<file path="config.mk">
export PLATFORM = sky130hd
export DESIGN_NAME = tmm_ctrl
export DESIGN_NICKNAME = d
export VERILOG_FILES = /design/src/verilog/tmm_pkg.sv /design/src/verilog/tmm_ctrl.sv /design/src/verilog/tmm_decode.sv /design/src/verilog/tmm_sync.sv
export SDC_FILE = /design/constraint.sdc
export NUM_CORES = 1
export LEC_CHECK = 0
export BUFFER_PORTS_ARGS = -buffer_cell sky130_fd_sc_hd__buf_2
export CORE_MARGIN = 2
export CORE_UTILIZATION = 47
export DETAILED_ROUTE_END_ITERATION = 6
export GPL_TIMING_DRIVEN = 1
export PLACE_DENSITY = 0.73
export SYNTH_ARGS = -nofsm -noshare
export SYNTH_HDL_FRONTEND = slang
export SYNTH_SLANG_ARGS = --single-unit
</file>
<file path="constraint.sdc">
create_clock -name ref_clk -period 2.1 [get_ports ref_clk]
set_input_delay 0.21 -clock ref_clk [delete_from_list [all_inputs] [get_ports ref_clk]]
set_output_delay 0.21 -clock ref_clk [all_outputs]
set_load 0.01 [all_outputs]
</file>
<file path="src/verilog/tmm_pkg.sv">
package tmm_pkg;
  // status byte bit positions
  localparam int ST_UE  = 0;
  localparam int ST_UC  = 1;
  localparam int ST_DE  = 2;
  localparam int ST_CHE = 3;
  localparam int ST_CUE = 5;
  localparam logic [7:0] ST_NONE = 8'h00;
  // command code table defaults
  localparam logic [7:0] C_FBS = 8'h3f;
  localparam logic [7:0] C_BBS = 8'h27;
  localparam logic [7:0] C_FFS = 8'h3e;
  localparam logic [7:0] C_BFS = 8'h2f;
  localparam logic [7:0] C_ERG = 8'h17;
  localparam logic [7:0] C_SEC = 8'h97;
  localparam logic [7:0] C_NOP = 8'h03;
  localparam logic [7:0] C_M7  = 8'h13;
  localparam logic [7:0] C_M9  = 8'hc3;
  localparam logic [7:0] C_DMS = 8'h0b;
  // command kinds
  typedef enum logic [2:0] {
    TMM_K_FBS = 3'h0, TMM_K_BBS = 3'h1, TMM_K_FFS = 3'h2,
    TMM_K_BFS = 3'h3, TMM_K_ERG = 3'h4, TMM_K_SEC = 3'h5,
    TMM_K_IMM = 3'h6, TMM_K_BAD = 3'h7
  } tmm_kind_e;
  // gap erase lengths in tenths of an inch, tape travel time per tenth in us
  localparam int ERG_TENTHS    = 36;
  localparam int ERG_LP_TENTHS = 42;
  localparam int CLK_MHZ       = 50;
  localparam int TENTH_US      = 800;
  localparam int TENTH_CYC     = TENTH_US * CLK_MHZ;
  localparam logic [15:0] TENTH_CYC_W = 16'(TENTH_CYC);
endpackage

</file>
<file path="src/verilog/tmm_ctrl.sv">
`timescale 1ns/1ps
module tmm_ctrl
  import tmm_pkg::*;
#(
  parameter logic HAS_7TRK = 1'b1
)
(
  // clock and reset
  input  wire logic       ref_clk,
  input  wire logic       resetn,
  // channel command
  input  wire logic       cmd_valid,
  input  wire logic [7:0] cmd_code,
  input  wire logic [7:0] cmd_mod,
  input  wire logic       cmd_chained,
  input  wire logic       chain_end,
  output logic            cmd_ready,
  // status to channel
  output logic            init_valid,
  output logic [7:0]      init_status,
  output logic            final_valid,
  output logic [7:0]      final_status,
  output logic            busy,
  output logic            sense_clear,
  // tape drive pins
  input  wire logic       gap_seen,
  input  wire logic       tmark_seen,
  input  wire logic       at_load_point,
  input  wire logic       eot_seen,
  input  wire logic       erase_bad,
  input  wire logic       drive_has_nrzi,
  output logic            move_fwd,
  output logic            move_bwd,
  output logic            erase_head_on,
  output logic            write_dc_on,
  output logic            read_verify_on,
  output logic            drive_mode_load,
  output logic            drive_mode_pe,
  // mode state
  input  wire logic       panel_diag_sw,
  input  wire logic       ctl_has_nrzi,
  output logic [7:0]      mode7_r,
  output logic            mode9_pe_r,
  output logic            diag_r,
  // write path corruption
  input  wire logic [8:0] wr_in,
  input  wire logic [8:0] wr_next_ones,
  input  wire logic [1:0] wr_rec,
  output logic [8:0]      wr_out
);
  typedef enum logic [3:0] {
    S_IDLE = 4'h1, S_RUN = 4'h2, S_PAST = 4'h4, S_ERASE = 4'h8
  } tmm_state_e;

  tmm_state_e state_r, state_nxt;
  tmm_kind_e  kind, kind_r, kind_nxt;
  logic is_nop, is_m7, is_m9, is_dms;
  logic [5:0] raw, syn;
  logic gap, tm, lp, end_of_tape_marker, ebad, dnrzi;
  logic last_erg_r, last_erg_nxt;
  logic [7:0]  mode7_nxt;
  logic        mode9_nxt, diag_nxt;
  logic [15:0] cyc_r, cyc_nxt;
  logic [5:0]  ten_r, ten_nxt;
  logic        eotf_r, eotf_nxt, fail_r, fail_nxt;
  logic        ld, ld_pe;
  logic [7:0]  ist, fst;
  logic        iv, fv, sclr;
  logic [7:0]  fst_r;
  logic        fv_r, iv_r;
  logic [7:0]  ist_r;
  logic        sclr_r;

  tmm_decode u_dec (
    .code   (cmd_code),
    .kind   (kind),
    .is_nop (is_nop),
    .is_m7  (is_m7),
    .is_m9  (is_m9),
    .is_dms (is_dms)
  );

  assign raw = {drive_has_nrzi, erase_bad, eot_seen, at_load_point,
                tmark_seen, gap_seen};
  tmm_sync u_sync (
    .ref_clk (ref_clk),
    .resetn  (resetn),
    .din     (raw),
    .dout    (syn)
  );
  assign {dnrzi, ebad, end_of_tape_marker, lp, tm, gap} = syn;

  // status byte builder shared by all endings
  function automatic logic [7:0] st(input logic che, input logic cue,
                                    input logic de, input logic uc,
                                    input logic ue);
    logic [7:0] b;
    b = ST_NONE;
    b[ST_CHE] = che;
    b[ST_CUE] = cue;
    b[ST_DE]  = de;
    b[ST_UC]  = uc;
    b[ST_UE]  = ue;
    return b;
  endfunction

  assign cmd_ready = (state_r == S_IDLE);

  // command sequencing and endings
  always_comb
  begin
    state_nxt = state_r;
    kind_nxt = kind_r;
    last_erg_nxt = last_erg_r;
    mode7_nxt = mode7_r;
    mode9_nxt = mode9_pe_r;
    diag_nxt = diag_r;
    cyc_nxt = cyc_r;
    ten_nxt = ten_r;
    eotf_nxt = eotf_r;
    fail_nxt = fail_r;
    ld = 1'b0;
    ld_pe = 1'b0;
    iv = 1'b0;
    ist = ST_NONE;
    fv = 1'b0;
    fst = ST_NONE;
    sclr = 1'b0;
    // chain end drops latch only with panel switch off
    if (chain_end && !panel_diag_sw)
      diag_nxt = 1'b0;
    case (state_r)
      S_IDLE:
      begin
        if (cmd_valid)
        begin
          iv = 1'b1;
          kind_nxt = kind;
          last_erg_nxt = (kind == TMM_K_ERG);
          eotf_nxt = 1'b0;
          fail_nxt = 1'b0;
          if (kind == TMM_K_IMM)
          begin
            ist = st(1'b1, 1'b0, 1'b1, 1'b0, 1'b0);
            if (is_m7)
            begin
              diag_nxt = 1'b0;
              if (HAS_7TRK)
                mode7_nxt = cmd_mod;
              else
                sclr = 1'b1;
            end
            else if (is_m9)
            begin
              sclr = 1'b1;
              if ((cmd_mod[0] || ctl_has_nrzi) &&
                  (cmd_mod[0] || !lp || dnrzi))
              begin
                mode9_nxt = cmd_mod[0];
                ld = lp;
                ld_pe = cmd_mod[0];
              end
            end
            else if (is_dms)
              diag_nxt = 1'b1;
            // no operation leaves the mode registers, diag latch and sense alone
          end
          else if (kind == TMM_K_BAD ||
                   (kind == TMM_K_SEC && !(cmd_chained && last_erg_r)))
            ist = st(1'b0, 1'b0, 1'b0, 1'b1, 1'b0);
          else
          begin
            ist = st(1'b1, 1'b0, 1'b0, 1'b0, 1'b0);
            cyc_nxt = 16'h0000;
            ten_nxt = 6'((lp ? ERG_LP_TENTHS : ERG_TENTHS));
            state_nxt = (kind == TMM_K_ERG) ? S_ERASE : S_RUN;
          end
        end
      end
      S_ERASE:
      begin
        if (end_of_tape_marker)
          eotf_nxt = 1'b1;
        if (ebad)
          fail_nxt = 1'b1;
        if (cyc_r == TENTH_CYC_W - 16'h0001)
        begin
          cyc_nxt = 16'h0000;
          ten_nxt = ten_r - 6'h01;
          if (ten_r == 6'h01)
          begin
            fv = 1'b1;
            fst = st(1'b0, eotf_r | end_of_tape_marker | fail_r, 1'b1,
                     fail_r, eotf_r | end_of_tape_marker);
            state_nxt = S_IDLE;
          end
        end
        else
          cyc_nxt = cyc_r + 16'h0001;
      end
      S_RUN:
      begin
        case (kind_r)
          TMM_K_FBS:
            if (tm || gap)
            begin
              fv = 1'b1;
              fst = st(1'b0, tm, 1'b1, 1'b0, tm);
              state_nxt = S_IDLE;
            end
          TMM_K_BBS:
            if (lp || tm || gap)
            begin
              fv = 1'b1;
              fst = st(1'b0, lp | tm, 1'b1, lp, tm & !lp);
              state_nxt = S_IDLE;
            end
          TMM_K_FFS:
            if (tm)
              state_nxt = S_PAST;
          TMM_K_BFS:
            if (lp || tm)
            begin
              fv = 1'b1;
              fst = st(1'b0, lp, 1'b1, lp, 1'b0);
              state_nxt = S_IDLE;
            end
          TMM_K_SEC:
            if (end_of_tape_marker)
            begin
              fv = 1'b1;
              fst = st(1'b0, 1'b0, 1'b1, 1'b0, 1'b1);
              state_nxt = S_IDLE;
            end
          default: state_nxt = S_IDLE;
        endcase
      end
      S_PAST:
      begin
        // past the mark, the next gap ends the skip
        if (gap)
        begin
          fv = 1'b1;
          fst = st(1'b0, 1'b0, 1'b1, 1'b0, 1'b0);
          state_nxt = S_IDLE;
        end
      end
      default: state_nxt = S_IDLE;
    endcase
  end

  always_ff @(posedge ref_clk or negedge resetn)
  begin
    if (!resetn)
    begin
      state_r <= S_IDLE;
      kind_r <= TMM_K_IMM;
      last_erg_r <= 1'b0;
      mode7_r <= 8'h00;
      mode9_pe_r <= 1'b1;
      diag_r <= 1'b0;
      cyc_r <= 16'h0000;
      ten_r <= 6'h00;
      eotf_r <= 1'b0;
      fail_r <= 1'b0;
      iv_r <= 1'b0;
      ist_r <= ST_NONE;
      fv_r <= 1'b0;
      fst_r <= ST_NONE;
      sclr_r <= 1'b0;
    end
    else
    begin
      state_r <= state_nxt;
      kind_r <= kind_nxt;
      last_erg_r <= last_erg_nxt;
      mode7_r <= mode7_nxt;
      mode9_pe_r <= mode9_nxt;
      diag_r <= diag_nxt;
      cyc_r <= cyc_nxt;
      ten_r <= ten_nxt;
      eotf_r <= eotf_nxt;
      fail_r <= fail_nxt;
      iv_r <= iv;
      ist_r <= ist;
      fv_r <= fv;
      fst_r <= fst;
      sclr_r <= sclr;
    end
  end

  // registered status outputs
  assign init_valid = iv_r;
  assign init_status = ist_r;
  assign final_valid = fv_r;
  assign final_status = fst_r;
  assign sense_clear = sclr_r;
  assign busy = (state_r != S_IDLE);

  // motion and head drive; immediates never move tape
  assign move_fwd = (state_r == S_ERASE) || (state_r == S_PAST) ||
                    ((state_r == S_RUN) &&
                     (kind_r == TMM_K_FBS || kind_r == TMM_K_FFS ||
                      kind_r == TMM_K_SEC));
  assign move_bwd = (state_r == S_RUN) &&
                    (kind_r == TMM_K_BBS || kind_r == TMM_K_BFS);
  assign erase_head_on = (state_r == S_ERASE) ||
                         ((state_r == S_RUN) && kind_r == TMM_K_SEC);
  assign write_dc_on = erase_head_on;
  assign read_verify_on = (state_r == S_ERASE);
  assign drive_mode_load = ld;
  assign drive_mode_pe = ld_pe; // drive itself reverts to pe

  // diagnostic corruption of write data
  always_comb
  begin
    wr_out = wr_in;
    if (diag_r)
    begin
      if (mode9_pe_r && wr_rec == 2'h0)
        wr_out = wr_in & ~wr_next_ones;
      else if (wr_rec == 2'h1)
        wr_out = {1'b0, wr_in[7:0]};
      else if (wr_rec == 2'h2)
        wr_out = {wr_in[8:7], 1'b0, wr_in[5:0]};
    end
  end

  a_imm_status: assert property (@(posedge ref_clk) disable iff (!resetn)
    (cmd_ready && cmd_valid && kind == TMM_K_IMM) |=>
    (init_valid && init_status[ST_CHE] && init_status[ST_DE]))
    else $error("immediate status wrong");
  a_sec_reject: assert property (@(posedge ref_clk) disable iff (!resetn)
    (cmd_ready && cmd_valid && kind == TMM_K_SEC && !last_erg_r) |=>
    (init_status[ST_UC] && !busy))
    else $error("unchained secure erase taken");
  a_no_motion: assert property (@(posedge ref_clk) disable iff (!resetn)
    (cmd_ready && cmd_valid && kind == TMM_K_IMM) |=>
    (!move_fwd && !move_bwd))
    else $error("immediate moved tape");
  a_dms_set: assert property (@(posedge ref_clk) disable iff (!resetn)
    (cmd_ready && cmd_valid && is_dms) |=> diag_r)
    else $error("diag latch not set");
  a_m9_clear: assert property (@(posedge ref_clk) disable iff (!resetn)
    (cmd_ready && cmd_valid && is_m9) |=> sense_clear)
    else $error("nine track mode set kept sense");
  a_fbs_gap_end: assert property (@(posedge ref_clk) disable iff (!resetn)
    (state_r == S_RUN && kind_r == TMM_K_FBS && gap && !tm) |=>
    (final_valid && final_status == 8'h04 && !busy))
    else $error("block skip gap ending wrong");
endmodule

</file>
<file path="src/verilog/tmm_decode.sv">
`timescale 1ns/1ps
module tmm_decode
  import tmm_pkg::*;
(
  // command in
  input  wire logic [7:0] code,
  // decoded class
  output tmm_kind_e        kind,
  output logic             is_nop,
  output logic             is_m7,
  output logic             is_m9,
  output logic             is_dms
);
  // table lookup of command code
  always_comb
  begin
    is_nop = (code == C_NOP);
    is_m7  = (code == C_M7);
    is_m9  = (code == C_M9);
    is_dms = (code == C_DMS);
    case (code)
      C_FBS:   kind = TMM_K_FBS;
      C_BBS:   kind = TMM_K_BBS;
      C_FFS:   kind = TMM_K_FFS;
      C_BFS:   kind = TMM_K_BFS;
      C_ERG:   kind = TMM_K_ERG;
      C_SEC:   kind = TMM_K_SEC;
      C_NOP, C_M7, C_M9, C_DMS: kind = TMM_K_IMM;
      default: kind = TMM_K_BAD;
    endcase
  end
endmodule

</file>
<file path="src/verilog/tmm_sync.sv">
`timescale 1ns/1ps
module tmm_sync
(
  // clock and reset
  input  wire logic       ref_clk,
  input  wire logic       resetn,
  // level in and out
  input  wire logic [5:0] din,
  output logic      [5:0] dout
);
  logic [5:0] s1_r;
  logic [5:0] s2_r;
  // two flops, first flop read only by second
  always_ff @(posedge ref_clk or negedge resetn)
  begin
    if (!resetn)
    begin
      s1_r <= 6'h00;
      s2_r <= 6'h00;
    end
    else
    begin
      s1_r <= din;
      s2_r <= s1_r;
    end
  end
  assign dout = s2_r;
endmodule

</file>
Yosys cells after proc, flatten, opt, wreduce, memory -nomap -nowiden
Index checks and enable logic that the tools add are counted.
Widths: inputs -> output; s select.
{ "totals": {"out_inout_bits": 47, "input_bits": 49, "word_cells": 185, "register_bits": 73} }
{ "classes": {"reduce_logical": 36, "eq_ne": 40, "mux": 83, "bitwise": 7, "n_addsub": 2} }
{ "ops": {"columns": ["cell", "count"], "rows": [
  ["$mux 4", 17],
  ["$mux 16", 4],
  ["$mux 6", 9],
  ["$mux 1", 36],
  ["$eq 8x6->1 const B", 4],
  ["$pmux 16 s2", 1],
  ["$mux 9", 3],
  ["$pmux 6 s4", 1],
  ["$pmux 3 s7", 1],
  ["$pmux 4 s5", 1],
  ["$pmux 6 s3", 1],
  ["$add 16x1->16 const B", 1],
  ["$eq 16x16->1 const B", 1],
  ["$eq 8x5->1 const B", 2],
  ["$eq 8x8->1 const B", 2],
  ["$pmux 4 s4", 1],
  ["$eq 3x3->1 const B", 5],
  ["$logic_or 1x1->1", 13],
  ["$pmux 6 s2", 1],
  ["$reduce_and 11->1", 1],
  ["$ne 2x1->1 const B", 5],
  ["$and 9x9->9", 1],
  ["$ne 3x3->1 const B", 3],
  ["$not 9->9", 1],
  ["other kinds (34)", 53]
]} }

Longest topological paths before layout
Gate-level depths: netlist (run 1).
{ "depth": {"ltp_word": 10, "ltp_mapped": 8, "mapped_depth_nobuf": 7} }

Cells and area by module
A second synthesis (run 1) with hierarchy kept.
{ "hier_totals": {"cells_unflattened": 338, "hier_area_um2": 3455.8} }
{ "by_module_without_submodules": {"columns": ["mod", "cells_per_inst", "area_each_um2", "instances"], "rows": [
  ["tmm_ctrl", 297, 2926.6, 1],
  ["tmm_sync", 12, 300.3, 1],
  ["tmm_decode", 29, 229.0, 1]
]} }

Least setup slack after synthesis (run 1)
OpenSTA, ideal clock, no wires.
{ "synth_timing": {"kind": "reg2reg", "startpoint": "register state_r[0]", "endpoint": "register cyc_r[12]", "required_time_ps": 2023, "setup_slack_ps": -258, "stages_incl_launch_ff": 9, "arrival_ps": 2281, "path_cell_list": "dfstp_2 -> or4b_1 -> buf_6 -> inv_2 -> and4_4 -> nor3_2 -> buf_6 -> or4_1 -> a21oi_1"} }
{ "synth_between": {"elab_chain_len": 3, "word_cells_on_any_way": 8, "classes_between": "eq/ne: 5; mux: 1; reduce/logical: 2"} }
{ "synth_lines": {"columns": ["item", "line_no", "rtl"], "rows": [
  ["from (decl)", "tmm_ctrl.sv:55", "tmm_state_e state_r, state_nxt;"],
  ["from (signal assigned)", "tmm_ctrl.sv:274", "state_r <= state_nxt;"],
  ["$eq 4x1->1 (*)", null, null],
  ["net cmd_ready", "tmm_ctrl.sv:17", "output logic cmd_ready,"],
  ["$ne 2x2->1 (no source line) / $reduce_bool 2->1 (equally long branches)", null, null],
  ["$reduce_and 4->1 (no source line)", null, null],
  ["to (signal assigned)", "tmm_ctrl.sv:280", "cyc_r <= cyc_nxt;"],
  ["to (decl)", "tmm_ctrl.sv:63", "logic [15:0] cyc_r, cyc_nxt;"]
]} }
Mark *: on every way through the listed nets, which the timed path passes. The rest lies on a longest branch.
A chain may end at the register's enable or synchronous reset.

Final worst setup path (run 1)
{ "layout_timing": {"startpoint": "register state_r[0]", "endpoint": "register cyc_r[8]"} }
{ "layout_between": {"elab_chain_len": 3, "word_cells_on_any_way": 8, "classes_between": "eq/ne: 5; mux: 1; reduce/logical: 2"} }
{ "layout_lines": {"columns": ["item", "line_no", "rtl"], "rows": [
  ["$eq 4x1->1 / $eq 4x4->1 (equally long branches)", "tmm_ctrl.sv:132", "case (state_r)"],
  ["$ne 2x2->1 (no source line) / $reduce_bool 2->1 (equally long branches)", null, null],
  ["$reduce_and 4->1 (no source line)", null, null]
]} }
Parallel ways exist; a longest one is shown, timed or not.

==> impl_metrics.toml, run 1 <==
[yosys]
synth-edff-count = 0
synth.most_common_cell = "dfrtp_1"
synth.top_cell.area_share_pct = 43.7
synthTopCellsByArea = "dfrtp_1, mux2_2, a21oi_1"
synthCells = 336
synth.distinct_cells = 66
synthArstFlopShare_pct = 100
synthFlopType = "dfrtp_1"
synth_area_leader_cell = "dfrtp_1"
netlist_top_cells_count = "dfrtp_1, a21oi_1, nand2_1, nor2_1"
synth-seq-cells = 63
synth_area_per_cell_um2 = 10.1
ys_warn_count = 0
ys_seq_area_share_pct = 46.8
synthesis.area_mm2 = 0.00338

[critical_path]
cp_num_buf_inv = 3
start_kind = "flip-flop"
timing.rr.start = "state_r[0]"
critPathKind = "reg2reg"
cp-end-kind = "flip-flop"
cp-startpoint = "state_r[0]"
critPathArrivalTime_ns = 2.59
slowest_delay_ns = 0.55
crit_family = "simple AND/OR/NAND/NOR gates"
cp_cell_sequence = "or4b_4 -> buf_6 -> nor4_4 -> buf_4 -> nor3_4 -> buf_6 -> o41ai_1 -> a21oi_1"
cpMaxStageDelayCell = "dfstp_2"
worstPathMaxFanout = 8
cpMostUsedCell = "buf_6"
critical_path_required_ns = 2.31

[route]
post_drt_wl_per_cell_um = 17.0
drc = 0
drt_iter0_markers = 170
final_antenna_net_count = 0
firstDrtPassIters = 4
viasPerCell = 5.67
wl_um = 10000
num_vias = 3341

[timing]
max_slew_margin_pct = 55.6
rsz0062_at_grt = "yes"
drv_slew = 0
setup_viol = 38
hold_violations = 0
max_freq_mhz = 420
worstMarginPinSlew_ns = 0.666
skew_ns = 0.00799
setup_ws_ns = -0.282
fin_crit_ns = 2.38
finalCritPeriodShare_pct = 113

[pwr]
power.density_mw_per_mm2 = 887
clock_power_share_pct = 26.4
ir_drop_uv = 464
netSwitchingPower_mw = 1.48
p_seq_share_pct = 33.0
p_int_mw = 2.92
total_leakage_power_nw = 2.35
power.share.switching_pct = 33.6
p_comb_share_pct = 40.6

[min_path]
hp-start = "cmd_mod[3]"
hp-class = "in2reg"

[floorplan]
core_area_mm2 = 0.00687
initial_core_util_pct = 49.2
dieWidth_um = 88.8
die_h_um = 88.8
io_pins = 96
dieArea_mm2 = 0.00788
rows = 30

[status]
violations = "negative setup slack"
status = "finished with violations"

[clock_network]
clk_pin_slew_ns = 0.07
clock_latency_ns = 0.34
cts_tree = "done"
cts_root_buf = "clkbuf_8"
cts_buffer_depth = 2
cts_buffers = 9
clkSinkCount = 63
htreeDepth = 3

[layout]
fin_area_mm2 = 0.00497
area_growth_pct = 47.0
fill_cells = 484
drive_gt1_share_pct = 47.7
final_net_count = 540
antennaDiodeCount = 0

[grt]
overflow = 0
antenna_found_initial = 0
grtUsageTotal_pct = 24.5
grt_pass1_wl_um = 14900
grt_max_degree = 29
grt_pass1_vias = 3123

[placed_design]
portBuffers = 86
gp_congestion = 0.876
pre_cts_slack_ns = -0.207
place_area_mm2 = 0.00421
place_hpwl_um = 6360

[flow_run]
timing.max_cap.violations = 0
[routing by layer]
layer / GRT usage [%] / share of wire (%) / vias to the layer above
met4: 11.7 / 2.8 / 0
met3: 4.01 / 5.0 / 24
met5: 0 / 0 / -
li1: - / - / 1557
met1: 32.4 / 42 / 1643
met2: 39.3 / 51 / 117
[path summary, 6_finish.rpt]
check / endpoint / slack [ns] / cells past startpoint
max in group asynchronous: mode9_pe_r / 1.08 / 3
worst min register to register: u_sync.dout[3] / 0.35 / 0
worst min-delay path: mode7_r[3] / 0.1 / 2
min in group asynchronous: u_sync.dout[3] / 0.37 / 2
worst max register to register: cyc_r[8] / -0.28 / 8
worst max-delay path: cyc_r[8] / -0.28 / 8
[stage by stage]
step	total power [mW]	TNS, ns	utilization (%)	instances	hold slack, ns
floorplan	2.12	-1.51	-	344	-0.0856
finish	4.41	-4.15	72.3	589	0.0995
CTS	4.08	-3.65	69.5	585	0.0894
global placement	2.55	-1.87	61.3	549	0.182
global route	4.60	-6.38	72.3	589	0.103
detailed placement	2.58	-3.58	61.3	549	0.188
[logic make-up (layout without fill, tap and decap cells)]
group | Yosys count | count (layout) | synth area share (%)
and+or+nand+nor | 126 | 126 | 22.7
DFF | 63 | 63 | 46.8
muxes | 11 | 11 | 3.63
adders and majority gates | 3 | 3 | 1.11
other | 1 | 9 | 0.111
buffers and inverters | 38 | 186 | 6.18
xor gates and xnor gates | 1 | 1 | 0.259
AOI/OAI and AO/OA | 93 | 94 | 19.3
[state kept, by name, indices dropped and copies added, names as in the netlist]
signal	count
diag_r	1
mode7_r	8
u_sync.dout	6
last_erg_r	1
ten_r	6
state_r	4
sense_clear	1
final_valid	1
kind_r	3
cyc_r	16
mode9_pe_r	1
init_valid	1
final_status	3
u_sync.s1_r	6
init_status	3
fail_r	1
eotf_r	1
[cells in the final DEF, fill, tap and decap left out, types with 4 or more instances in the layout]
master	Yosys	final
a21boi_0	9	9
a21oi_1	22	15
a21oi_2	0	7
and2_1	5	4
and3_1	6	5
buf_2	5	84
buf_4	12	46
buf_6	2	18
clkbuf_8	0	9
conb_1	1	9
dfrtp_1	59	59
dfstp_2	4	4
dlygate4sd3_1	0	7
inv_1	12	11
mux2_2	10	8
nand2_1	22	20
nand3_1	11	11
nand4_1	5	5
nor2_1	20	18
nor3_1	7	7
o21ai_0	14	8
o21ai_2	0	4
o31ai_1	14	5
o31ai_2	0	5
o31ai_4	0	5
or4_1	8	5
[power groups by stage]
stage	clock [mW]	combinational (mW)	sequential, mW
floorplan	0	0.673	1.45
global placement	0	1.10	1.45
detailed placement	0	1.12	1.46
CTS	1.18	1.46	1.44
global route	1.24	1.90	1.46
finish	1.16	1.79	1.45
[layout make-up]
type                       instances  area [um2]  share of cell area, %
inverter                          14        67.6                   1.36
clock buffer                       9         124                   2.49
multi-input combinational        244        1920                   38.6
tap                               96         120                   2.42
sequential                        63        1580                   31.8
timing repair buffer             156        1060                   21.3
clock inverter                     7        96.3                   1.94
[what timing repair did]
| action | in CTS | in global routing |
|---|---|---|
| endpoints found under the setup margin | 38 | 44 |
| pin swaps | 16 | 17 |
| endpoints found under the hold margin | 22 | 0 |
| setup buffers | 11 | 5 |
| resized for setup | 38 | 45 |
| cloned | 2 | 1 |
| hold buffers | 7 | 0 |
No activity file was read; power rests on OpenSTA's default activity.
==> run 2: changes to the inputs <==
--- a/config.mk
+++ b/config.mk
@@ -5,12 +5,13 @@
 export SDC_FILE = /design/constraint.sdc
 export NUM_CORES = 1
 export LEC_CHECK = 0
+export ABC_AREA = 1
 export BUFFER_PORTS_ARGS = -buffer_cell sky130_fd_sc_hd__buf_2
 export CORE_MARGIN = 2
-export CORE_UTILIZATION = 47
+export CORE_UTILIZATION = 48
 export DETAILED_ROUTE_END_ITERATION = 6
 export GPL_TIMING_DRIVEN = 1
-export PLACE_DENSITY = 0.73
+export PLACE_DENSITY = 0.74
 export SYNTH_ARGS = -nofsm -noshare
 export SYNTH_HDL_FRONTEND = slang
 export SYNTH_SLANG_ARGS = --single-unit
==> run 2 against run 1 <==
Compared with the run above:
- the run now ends clean
- utilization is 11 points lower
- flip-flop and latch count did not move
- synthesized cell count up 44%
- critical path depth stayed put
- setup slack improved by 0.37 ns
- power fell by 4.8%
- sequential power up 23%
- area after synthesis rose by 7.4%
- first-iteration DRC count rose by 20%
- critical path type is now reg2out
- largest cell class unchanged
==> impl_metrics.toml, run 2 <==
[timing]
setup_viol = 0
drv_slew = 0
hold_violations = 0
fin_crit_ns = 2.02
max_freq_mhz = 496
worst_hold_slack_ns = 0.0710
skew_ns = 0.00893
finalCritPeriodShare_pct = 96.0
rsz0062_at_grt = "yes"

[min_path]
hp-class = "in2reg"

[yosys]
netlist_top_cells_count = "nand2_1, inv_1, dfrtp_1, nor2_1, nand3_1"
synth.most_common_cell = "nand2_1"
synth-edff-count = 0
ys_seq_area_share_pct = 43.6
synth_area_per_cell_um2 = 7.50
synth.top_cell.area_share_pct = 40.7
synthTopCellsByArea = "dfrtp_1, nand2_1, inv_1"
synth.distinct_cells = 39
synth-seq-cells = 63
ys_warn_count = 0
synth_area_leader_cell = "dfrtp_1"
synthFlopType = "dfrtp_1"
synthesis.area_mm2 = 0.00363
synthArstFlopShare_pct = 100
synthCells = 484

[clock_network]
clkSinkCount = 63
htreeDepth = 3
cts_tree = "done"
clk_pin_slew_ns = 0.07
cts_buffers = 9
cts_root_buf = "clkbuf_8"
clock_latency_ns = 0.34
cts_buffer_depth = 2

[grt]
antenna_found_initial = 0
grt_pass1_wl_um = 14500
grt_max_degree = 64
grt_pass1_vias = 3208
grtUsageTotal_pct = 21.6
overflow = 0

[critical_path]
cp-end-kind = "output port"
worstPathMaxFanout = 3
critPathKind = "reg2out"
slowest_delay_ns = 0.39
cpMaxStageDelayCell = "dfrtp_1"
start_kind = "flip-flop"
cp_cell_sequence = "nor2_2 -> inv_2 -> nor3_4 -> nand4_1 -> nor2_2 -> nand3_2 -> nor2_1 -> buf_2"
critPathArrivalTime_ns = 1.81
cpMostUsedCell = "nor2_2"
critical_path_required_ns = 1.89

[floorplan]
die_h_um = 90.9
io_pins = 96
dieWidth_um = 90.9
rows = 31
core_area_mm2 = 0.00729
initial_core_util_pct = 49.8
dieArea_mm2 = 0.00827

[route]
num_vias = 3444
final_antenna_net_count = 0
wl_um = 8550
firstDrtPassIters = 5
drc = 0
viasPerCell = 4.96
post_drt_wl_per_cell_um = 12.3
drt_iter0_markers = 204

[placed_design]
place_area_mm2 = 0.00417
portBuffers = 86
placed_cells = 669
gp_congestion = 0.916
place_hpwl_um = 6490

[status]
status = "finished clean"

[layout]
antennaDiodeCount = 0
fill_cells = 692
area_growth_pct = 23.7
final_cell_count_no_fill = 695
largest_register_ffs = 16
final_net_count = 643
fin_area_mm2 = 0.00449
top_register = "cyc_r"
top_regs = "cyc_r: 16 flops, mode7_r: 8 flops"
layout_commonest_cell = "nand2_1"
drive_gt1_share_pct = 24.5
mostFrequentLayoutCells = "nand2_1, buf_2, inv_1"

[pwr]
total_leakage_power_nw = 2.51
power.density_mw_per_mm2 = 935
ir_drop_uv = 600

[flow_run]
timing.max_cap.violations = 0
==> run 2: cell families (layout without fill, tap and decap cells) <==
group                      Yosys count  in the layout  synth area share, %
buffers and inverters               91            195                 11.0
muxes                                8              8                 2.48
DFF                                 63             63                 43.6
other                                1              9                0.103
adders and majority gates            3              3                 1.03
and+or+nand+nor                    272            272                 33.4
AOI/OAI and AO/OA                   39             39                 6.76
xor gates and xnor gates             7              7                 1.69
==> run 2: per-layer routing <==
metal | global-route usage, % | up-vias | wire, um
li1 | - | 1732 | -
met1 | 28.8 | 1610 | 3840
met2 | 35.3 | 88 | 4160
met3 | 3.98 | 14 | 361
met4 | 7.95 | 0 | 193
met5 | 0 | - | 0
==> run 2: layout make-up <==
cell class                      count  area [um2]  area share, %
Inverter                           74         278           6.19
Timing Repair Buffer              105         603           13.4
Clock inverter                      6        85.1           1.90
Clock buffer                       10         128           2.84
Multi-Input combinational cell    338        1690           37.6
Tap cell                           99         124           2.76
Sequential cell                    63        1580           35.2
==> run 2: worst paths after layout <==
check	cells after the start	end	slack, ns	from
worst min register to register	0	u_sync.dout[5]	0.35	u_sync.s1_r[5]
min in group asynchronous	3	mode7_r[4]	0.41	resetn
worst max-delay path	8	drive_mode_pe	0.08	state_r[2]
max in group asynchronous	3	kind_r[1]	1.37	resetn
worst min-delay path	2	mode7_r[7]	0.07	cmd_mod[7]
worst max register to register	9	ten_r[5]	0.34	state_r[2]
==> run 2: what timing repair did <==
item,in CTS,in global routing
buffers inserted,0,3
endpoints found under the setup margin,0,2
endpoints found under the hold margin,65,0
hold buffers,7,0
gates resized for setup,0,3
==> run 2: where the power goes <==
| group | internal [mW] | switching (mW) |
|---|---|---|
| clock | 0.664 | 0.480 |
| sequential | 1.50 | 0.289 |
| combinational | 0.475 | 0.785 |
==> run 2: critical path, delay by kind of cell, from the launching register on <==
family,cells,cell delay (ns)
DFF,1,0.39
and+or+nand+nor,6,0.88
buffers and inverters,2,0.19
==> run 2: metrics by stage <==
stage / power, mW / worst slack (ns) / util [%] / TNS, ns
final: 4.20 / 0.0849 / 61.5 / 0
after CTS: 4.21 / 0.0639 / 61.1 / 0
after floorplan: 2.65 / 0.341 / - / 0
after global placement: 2.99 / 0.369 / 57.2 / 0
after detailed placement: 3.04 / 0.318 / 57.2 / 0
after global routing: 4.50 / -0.0564 / 61.5 / -0.0964
